`src/logic/itc_pkg.sv`:
```
`default_nettype none
package itc_pkg;
  // Register byte addresses on the Avalon-MM slave.
  localparam logic [4:0] ADDR_CTRL1 = 5'h00;
  localparam logic [4:0] ADDR_CTRL2 = 5'h04;
  localparam logic [4:0] ADDR_FLAGS0 = 5'h08;
  localparam logic [4:0] ADDR_ENABLE0 = 5'h0C;
  localparam logic [4:0] ADDR_PRIO = 5'h10;

  localparam logic [15:0] RESET_VAL = 16'h0000;
  localparam logic [15:0] CTRL1_MASK = 16'hFFDE;
  localparam logic [15:0] CTRL2_WR_MASK = 16'h8007;
  localparam logic [15:0] FLAGS0_MASK = 16'h7FEF;
  localparam logic [2:0] PRIO_RESET = 3'h4;

  // Control register one field positions.
  localparam int C1_NEST_DIS = 15;
  localparam int C1_OVA_FLAG = 14;
  localparam int C1_OVB_FLAG = 13;
  localparam int C1_COVA_FLAG = 12;
  localparam int C1_COVB_FLAG = 11;
  localparam int C1_OVA_TE = 10;
  localparam int C1_OVB_TE = 9;
  localparam int C1_COV_TE = 8;
  localparam int C1_SHIFT_FLAG = 7;
  localparam int C1_DIV0_FLAG = 6;
  localparam int C1_MATH_FLAG = 4;
  localparam int C1_ADDR_FLAG = 3;
  localparam int C1_STACK_FLAG = 2;
  localparam int C1_OSC_FLAG = 1;

  // Control register two field positions.
  localparam int C2_ALT_VEC = 15;
  localparam int C2_IRQ_DIS_ACT = 14;
  localparam int C2_EDGE_POL = 0;

  // Flag register zero: external input zero sits at bit 0.
  localparam int F0_EXT_ZERO = 0;

  typedef struct packed {
    logic acc_a_ovf;
    logic acc_b_ovf;
    logic acc_a_cat;
    logic acc_b_cat;
    logic bad_shift;
    logic div_zero;
    logic addr_err;
    logic stack_err;
    logic osc_fail;
  } itc_trap_ev_s;

  typedef struct packed {
    logic dc;
    logic n;
    logic ov;
    logic z;
    logic c;
  } itc_status_s;

  typedef logic [3:0][15:0] itc_wregs_t;
endpackage : itc_pkg
`default_nettype wire

```
`src/logic/itc_top.sv`:
```
// Local design decisions: the Avalon-MM register port and the address map.
`timescale 1ns/100ps
`default_nettype none
// How it works
// - one-level shadow of status bits and W0-W3
// - shadows loaded by push, restored by pop
// - external input zero requests only on edges
// - polarity bit one selects falling edge
// - request and wake the core together
// - control one bit 15 disables nesting
// - bits 14, 13 flag accumulator overflow traps
// - bits 12, 11 flag catastrophic overflow traps
// - bits 10, 9 enable accumulator overflow traps
// - bit 8 enables catastrophic overflow trap
// - bit 7 flags invalid shift amount
// - bit 6 flags division by zero
// - bits 4..1 flag math, address, stack, oscillator
// - control two bit 15 selects alternate vectors
// - control two bit 14 shows disable active
// - unimplemented bits always read zero
// - flag bits 14..11 for bus, memory, conversion
// - flag bits 10..8 for serial sources
// - flag bits 7,6,5,3 for timers, compare
// - implemented bits reset to zero, priority field to 4
// - flag bits 2,1,0 compare, capture, external
// - enabled flag above core priority interrupts
module itc_top #(
  parameter int EXT_N = 3,
  parameter int PRIO_W = 3
) (
  input wire logic clk_i,
  input wire logic reset_i,
  input wire logic [4:0] avs_address_i,
  input wire logic avs_read_i,
  input wire logic avs_write_i,
  input wire logic [31:0] avs_writedata_i,
  input wire logic [3:0] avs_byteenable_i,
  output logic [31:0] avs_readdata_o,
  output logic avs_waitrequest_o,
  input wire logic [EXT_N-1:0] external_irq_inputs_i,
  input wire logic [15:0] periph_events_i,
  input wire itc_pkg::itc_trap_ev_s trap_events_i,
  input wire logic irq_disable_active_i,
  input wire logic [3:0] core_priority_i,
  input wire logic in_service_i,
  input wire logic sleep_i,
  input wire logic idle_i,
  input wire logic shadow_push_i,
  input wire logic shadow_pop_i,
  input wire itc_pkg::itc_status_s status_i,
  input wire itc_pkg::itc_wregs_t wregs_i,
  output itc_pkg::itc_status_s shadow_status_o,
  output itc_pkg::itc_wregs_t shadow_wregs_o,
  output logic shadow_restore_o,
  output logic [EXT_N-1:0] ext_edge_o,
  output logic irq_request_o,
  output logic wake_o,
  output logic alt_vector_select_o,
  output logic nesting_disable_o,
  output logic trap_pending_o
);

  generate
    if (EXT_N != 3 || PRIO_W < 1 || PRIO_W > 4)
    begin : g_check
      $error("itc_top: EXT_N must be 3 and PRIO_W 1..4");
    end
  endgenerate

  typedef struct packed {
    logic wait_n;
    logic [31:0] rdata;
    logic [15:0] ctrl1;
    logic alt_vec;
    logic [EXT_N-1:0] edge_pol;
    logic [15:0] flags0;
    logic [15:0] enable0;
    logic [PRIO_W-1:0] prio;
    logic [EXT_N-1:0] ext_prev;
    logic [EXT_N-1:0] ext_edge;
    itc_pkg::itc_status_s sh_status;
    itc_pkg::itc_wregs_t sh_wregs;
    logic restore;
    logic irq;
    logic wake;
    logic trap_pend;
  } itc_state_s;

  itc_state_s state_r;
  itc_state_s state_nxt;

  logic req;
  logic do_write;
  logic [15:0] wmask;
  logic [15:0] wdata;
  logic [EXT_N-1:0] ext_edge;
  logic [15:0] ctrl1_set;
  logic [15:0] flags0_set;
  logic [15:0] ctrl2_view;
  logic pending;
  logic ov_a_trap;
  logic ov_b_trap;
  logic cov_a_trap;
  logic cov_b_trap;

  assign req = avs_read_i | avs_write_i;
  // A write lands on the edge where the master sees waitrequest low.
  assign do_write = avs_write_i & ~state_r.wait_n;
  assign wmask = {{8{avs_byteenable_i[1]}}, {8{avs_byteenable_i[0]}}};
  assign wdata = avs_writedata_i[15:0];

  // Edge detection on the synchronous external inputs.
  genvar gi;
  generate
    for (gi = 0; gi < EXT_N; gi++)
    begin : g_edge
      assign ext_edge[gi] = state_r.edge_pol[gi] ?
        (state_r.ext_prev[gi] & ~external_irq_inputs_i[gi]) :
        (~state_r.ext_prev[gi] & external_irq_inputs_i[gi]);
    end
  endgenerate

  // Overflow traps only raise their flags while the trap is enabled.
  assign ov_a_trap = trap_events_i.acc_a_ovf & state_r.ctrl1[itc_pkg::C1_OVA_TE];
  assign ov_b_trap = trap_events_i.acc_b_ovf & state_r.ctrl1[itc_pkg::C1_OVB_TE];
  assign cov_a_trap = trap_events_i.acc_a_cat & state_r.ctrl1[itc_pkg::C1_COV_TE];
  assign cov_b_trap = trap_events_i.acc_b_cat & state_r.ctrl1[itc_pkg::C1_COV_TE];

  always_comb
  begin
    ctrl1_set = 16'h0000;
    ctrl1_set[itc_pkg::C1_OVA_FLAG] = ov_a_trap;
    ctrl1_set[itc_pkg::C1_OVB_FLAG] = ov_b_trap;
    ctrl1_set[itc_pkg::C1_COVA_FLAG] = cov_a_trap;
    ctrl1_set[itc_pkg::C1_COVB_FLAG] = cov_b_trap;
    ctrl1_set[itc_pkg::C1_SHIFT_FLAG] = trap_events_i.bad_shift;
    ctrl1_set[itc_pkg::C1_DIV0_FLAG] = trap_events_i.div_zero;
    ctrl1_set[itc_pkg::C1_MATH_FLAG] = ov_a_trap | ov_b_trap | cov_a_trap | cov_b_trap |
      trap_events_i.bad_shift | trap_events_i.div_zero;
    ctrl1_set[itc_pkg::C1_ADDR_FLAG] = trap_events_i.addr_err;
    ctrl1_set[itc_pkg::C1_STACK_FLAG] = trap_events_i.stack_err;
    ctrl1_set[itc_pkg::C1_OSC_FLAG] = trap_events_i.osc_fail;
  end

  // Peripheral events map one-to-one onto flag positions; bit 0 belongs to
  // external input zero, so the peripheral line for it is not used.
  always_comb
  begin
    flags0_set = periph_events_i & itc_pkg::FLAGS0_MASK;
    flags0_set[itc_pkg::F0_EXT_ZERO] = ext_edge[0];
  end

  always_comb
  begin
    ctrl2_view = 16'h0000;
    ctrl2_view[itc_pkg::C2_ALT_VEC] = state_r.alt_vec;
    ctrl2_view[itc_pkg::C2_IRQ_DIS_ACT] = irq_disable_active_i;
    ctrl2_view[itc_pkg::C2_EDGE_POL +: EXT_N] = state_r.edge_pol;
  end

  // Flags are evaluated from their registered copy, so a new event is
  // seen one cycle after it was caught, at the next instruction boundary.
  // With nesting disabled no request is raised while a routine runs.
  assign pending = (|(state_r.flags0 & state_r.enable0)) &&
    ({1'b0, state_r.prio} > {1'b0, core_priority_i}) &&
    !(state_r.ctrl1[itc_pkg::C1_NEST_DIS] && in_service_i);

  always_comb
  begin
    state_nxt = state_r;

    // Bus slave: one wait cycle, then a single cycle with waitrequest low.
    state_nxt.wait_n = ~(req & state_r.wait_n);
    if (req && state_r.wait_n)
    begin
      state_nxt.rdata = 32'h0000_0000;
      if (avs_read_i)
      begin
        unique case (avs_address_i)
          itc_pkg::ADDR_CTRL1: state_nxt.rdata[15:0] = state_r.ctrl1 & itc_pkg::CTRL1_MASK;
          itc_pkg::ADDR_CTRL2: state_nxt.rdata[15:0] = ctrl2_view;
          itc_pkg::ADDR_FLAGS0: state_nxt.rdata[15:0] = state_r.flags0 & itc_pkg::FLAGS0_MASK;
          itc_pkg::ADDR_ENABLE0: state_nxt.rdata[15:0] = state_r.enable0 & itc_pkg::FLAGS0_MASK;
          itc_pkg::ADDR_PRIO: state_nxt.rdata[PRIO_W-1:0] = state_r.prio;
          default: state_nxt.rdata = 32'h0000_0000;
        endcase
      end
    end

    if (do_write)
    begin
      unique case (avs_address_i)
        itc_pkg::ADDR_CTRL1:
          state_nxt.ctrl1 = ((state_r.ctrl1 & ~wmask) | (wdata & wmask)) & itc_pkg::CTRL1_MASK;
        itc_pkg::ADDR_CTRL2:
        begin
          if (avs_byteenable_i[1])
            state_nxt.alt_vec = wdata[itc_pkg::C2_ALT_VEC];
          if (avs_byteenable_i[0])
            state_nxt.edge_pol = wdata[itc_pkg::C2_EDGE_POL +: EXT_N];
        end
        itc_pkg::ADDR_FLAGS0:
          state_nxt.flags0 = ((state_r.flags0 & ~wmask) | (wdata & wmask)) & itc_pkg::FLAGS0_MASK;
        itc_pkg::ADDR_ENABLE0:
          state_nxt.enable0 = ((state_r.enable0 & ~wmask) | (wdata & wmask)) & itc_pkg::FLAGS0_MASK;
        itc_pkg::ADDR_PRIO:
          if (avs_byteenable_i[0])
            state_nxt.prio = wdata[PRIO_W-1:0];
        default:
        begin
        end
      endcase
    end

    // Hardware sets are applied after the write, so they win a tie.
    state_nxt.ctrl1 = state_nxt.ctrl1 | ctrl1_set;
    state_nxt.flags0 = state_nxt.flags0 | flags0_set;

    state_nxt.ext_prev = external_irq_inputs_i;
    state_nxt.ext_edge = ext_edge;

    // Only the push and pop instructions touch the shadows; no bus path.
    state_nxt.restore = shadow_pop_i;
    if (shadow_push_i)
    begin
      state_nxt.sh_status = status_i;
      state_nxt.sh_wregs = wregs_i;
    end

    // Request and wake leave on the same edge, so the core resumes
    // straight into the service routine.
    state_nxt.irq = pending;
    state_nxt.wake = pending & (sleep_i | idle_i);
    state_nxt.trap_pend = |(state_r.ctrl1 & itc_pkg::CTRL1_MASK &
      ~(16'h0001 << itc_pkg::C1_NEST_DIS) & ~(16'h0007 << itc_pkg::C1_COV_TE));
  end

  always_ff @(posedge clk_i)
  begin
    if (reset_i)
    begin
      state_r <= '0;
      state_r.wait_n <= 1'b1;
      state_r.ctrl1 <= itc_pkg::RESET_VAL;
      state_r.flags0 <= itc_pkg::RESET_VAL;
      state_r.enable0 <= itc_pkg::RESET_VAL;
      state_r.prio <= PRIO_W'(itc_pkg::PRIO_RESET);
    end
    else
    begin
      state_r <= state_nxt;
    end
  end

  assign avs_readdata_o = state_r.rdata;
  assign avs_waitrequest_o = state_r.wait_n;
  assign shadow_status_o = state_r.sh_status;
  assign shadow_wregs_o = state_r.sh_wregs;
  assign shadow_restore_o = state_r.restore;
  assign ext_edge_o = state_r.ext_edge;
  assign irq_request_o = state_r.irq;
  assign wake_o = state_r.wake;
  assign alt_vector_select_o = state_r.alt_vec;
  assign nesting_disable_o = state_r.ctrl1[itc_pkg::C1_NEST_DIS];
  assign trap_pending_o = state_r.trap_pend;

endmodule : itc_top
`default_nettype wire

```
`config.mk`:
```
export PLATFORM = sky130hd
export DESIGN_NAME = itc_top
export DESIGN_NICKNAME = d
export VERILOG_FILES = /design/src/logic/itc_pkg.sv /design/src/logic/itc_top.sv
export SDC_FILE = /design/constraint.sdc
export NUM_CORES = 1
export LEC_CHECK = 0
export BUFFER_PORTS_ARGS = -buffer_cell sky130_fd_sc_hd__buf_2
export CAP_MARGIN = 20
export CORE_MARGIN = 1
export CORE_UTILIZATION = 52
export DETAILED_ROUTE_END_ITERATION = 8
export HOLD_SLACK_MARGIN = 0.02
export PLACE_DENSITY = 0.84
export SLEW_MARGIN = 0
export SYNTH_ARGS = -nofsm -noshare
export SYNTH_HDL_FRONTEND = slang
export SYNTH_SLANG_ARGS = --single-unit
```
`constraint.sdc`:
```
create_clock -name clk_i -period 4.5 [get_ports clk_i]
set_clock_uncertainty 0.15 [all_clocks]
set_input_delay 0.45 -clock clk_i [delete_from_list [all_inputs] [get_ports clk_i]]
set_output_delay 0.45 -clock clk_i [all_outputs]
set_load 0.02 [all_outputs]
```
==> metrics.yaml <==
internal_power_mw: 2.402
area_growth_pct: 16.96
leakage_nw: 3.923
postRouteAntennaNets: 0
critPathCaptureType: "flop"
reg2regPathDepth: 5
ys_types: 43
ys_ff_latch: 145
fmax_mhz: 449.7
synth_area_per_cell_um2: 9.548
drcViolationCount: 0
final_layout_size_suffix_gt1_share_pct: 33.09
grt.total_usage_pct: 23.27
clkLatencyLatePin_ns: 0.42
cts_tree: "done"
synth.largest_area_cell: "dfxtp_1"
instances_no_fill: 988
combPwrFrac_pct: 10.6
rr_startpoint: "avs_waitrequest_o"
grt_max_degree: 70
p_clk_share_pct: 45.8
ys_warn_count: 0
swShare_pct: 23.80
boundaryPins: 263
max_slew_margin_pct: 48.53
max_stage_delay_ns: 0.52
hold_depth: 2
netlist_top_cells_area: "dfxtp_1, mux2i_1, buf_4, nor2_1, a211oi_1"
die_h_um: 114.2
initial_core_util_pct: 53.86
crit_type: "input pin to flop"
seqPwrFrac_pct: 43.5
wl_um: 15110
coreArea_um2: 12160
grt_pass1_wl_um: 23190
drt-pass1-iter-count: 5
die-area_um2: 13050
die_w_um: 114.2
place_inst: 954
peakVddDrop_uv: 258.7
layout_commonest_cell: "buf_2"
fin_nets: 962
hpwl_um: 10830
drt_iter0_markers: 346
p_per_area_nw_per_um2: 411.4
overflow: 0
post-place-ws_ns: 1.870
ys_seq_area_share_pct: 44.32
mostFrequentLayoutCells: "buf_2, dfxtp_1, nor2_1"
rsz0062_at_grt: "no"
post_cts_resized: 0
place_congestion: 0.8321
clockBufferDepth: 2
period_share_pct: 49.42
path_clk_slew_ns: 0.06
startpoint: "avs_address_i[3]"
postCtsHoldBufs: 0
cpMaxStageDelayCell: "nand3b_1"
cp_max_fo: 21
htree_levels: 4
maxSlewViolCount: 0
switching_power_mw: 0.7502
timing.final.ws_setup_ns: 2.276
required_ns: 4.63
clockRootBuffer: "clkbuf_16"
tightest_slew_ns: 0.7705
cts.sinks: 145
fin_setup_tns_ns: 0
hp-start: "shadow_pop_i"
worstHoldPathType: "input pin to flop"
synth_top_area_share_pct: 44.32
port_buffers: 225
syn_inst: 686
std_cell_rows: 40
cp-start-kind: "input pin"
syn_area_um2: 6550
period_needed_ns: 2.224
hold_viol_final: 0
post_cts_buffers: 0
setup_viol: 0
crit_arrival_ns: 2.35
wl_per_cell_um: 15.29
drv_cap: 0
viasPerCell: 5.160
vias: 5098
antenna_found_initial: 2
grt_pass1_vias: 4646
status: "complete, no violations"
worstPathCellList: "buf_2 > nor4b_4 > nand3b_1 > nor3_1 > a211oi_1"
numCtsBuffers: 17
## area by class of cell
class	count	area, um^2
inverter	8	30.03
multi-input combinational	406	2723
sequential	145	2903
fill	1027	4501
tap	168	210.2
antenna	1	2.502
clock inverter	9	130.1
timing repair buffer	229	1179
clock buffer	22	484.2
## through the flow
| stage | hold slack, ns | utilization [%] | total power [mW] | instance area (um^2) |
|---|---|---|---|---|
| after floorplan | 0.2931 | - | 1.658 | 6606 |
| after global placement | 0.3103 | 57.65 | 1.721 | 7012 |
| after detailed placement | 0.3115 | 57.65 | 1.730 | 7012 |
| after CTS | 0.06606 | 62.71 | 3.176 | 7626 |
| after global routing | 0.08358 | 62.99 | 3.269 | 7661 |
| final | 0.08595 | 62.99 | 3.152 | 7661 |
## worst max-delay path: cells and delay by family
kind / cells / cell delay, ns
and+or+nand+nor: 3 / 1.36
buffers and inverters: 1 / 0.46
AOI/OAI and AO/OA: 1 / 0.08
## per-layer routing
layer  track usage, %  share of wire [%]
met1            27.86                 42
met2            37.54                 48
met3            7.253                7.5
met4            12.12                2.4
met5                0                  0
## cells by family after synthesis
| family | count (synthesis) | share of synthesized area (%) |
|---|---|---|
| DFF | 145 | 44.32 |
| buffers and inverters | 150 | 14.98 |
| AOI/OAI and AO/OA | 72 | 7.469 |
| muxes | 117 | 18.49 |
| other | 1 | 0.05725 |
| and+or+nand+nor | 198 | 14.12 |
| adders and majority gates | 3 | 0.5731 |
## power by group through the flow
stage	combinational (mW)	sequential, mW	clock (mW)
2_1_floorplan	0.266	1.39	0
3_3_place_gp	0.325	1.40	0
3_5_place_dp	0.332	1.40	0
4_1_cts	0.334	1.37	1.47
5_1_grt	0.361	1.38	1.53
6_report	0.335	1.37	1.44
## cells in the mapped netlist
cell / n
a222oi_1: 2
nor3b_1: 1
and3b_1: 3
nor3_1: 19
ha_1: 3
a32o_1: 1
conb_1: 1
nor4bb_1: 1
dfxtp_1: 145
buf_2: 15
a21oi_1: 16
inv_1: 8
nor4_1: 4
a211o_1: 1
a22oi_1: 9
nand4b_1: 3
a32oi_1: 2
o21a_1: 1
or2_2: 1
nor4b_4: 1
mux2_2: 2
nand4_1: 1
nor2b_1: 8
nor2_1: 115
o21ai_0: 12
clkbuf_2: 1
buf_1: 4
nand3_2: 3
clkbuf_1: 17
and3_1: 1
buf_4: 104
a31oi_1: 2
o21ai_1: 1
buf_6: 1
nand3b_1: 6
nand2_1: 23
a211oi_1: 15
a22o_1: 10
mux2i_1: 112
or3b_2: 2
nand3_1: 5
mux4_2: 3
and2_1: 1
## final timing paths
check                  endpoint  slack (ns)
min            shadow_restore_o        0.09
max reg2reg  avs_readdata_o[13]        2.49
min reg2reg  avs_readdata_o[11]        0.32
max                state_r[111]        2.28
Note: power is estimated with default switching activity, not from simulation.
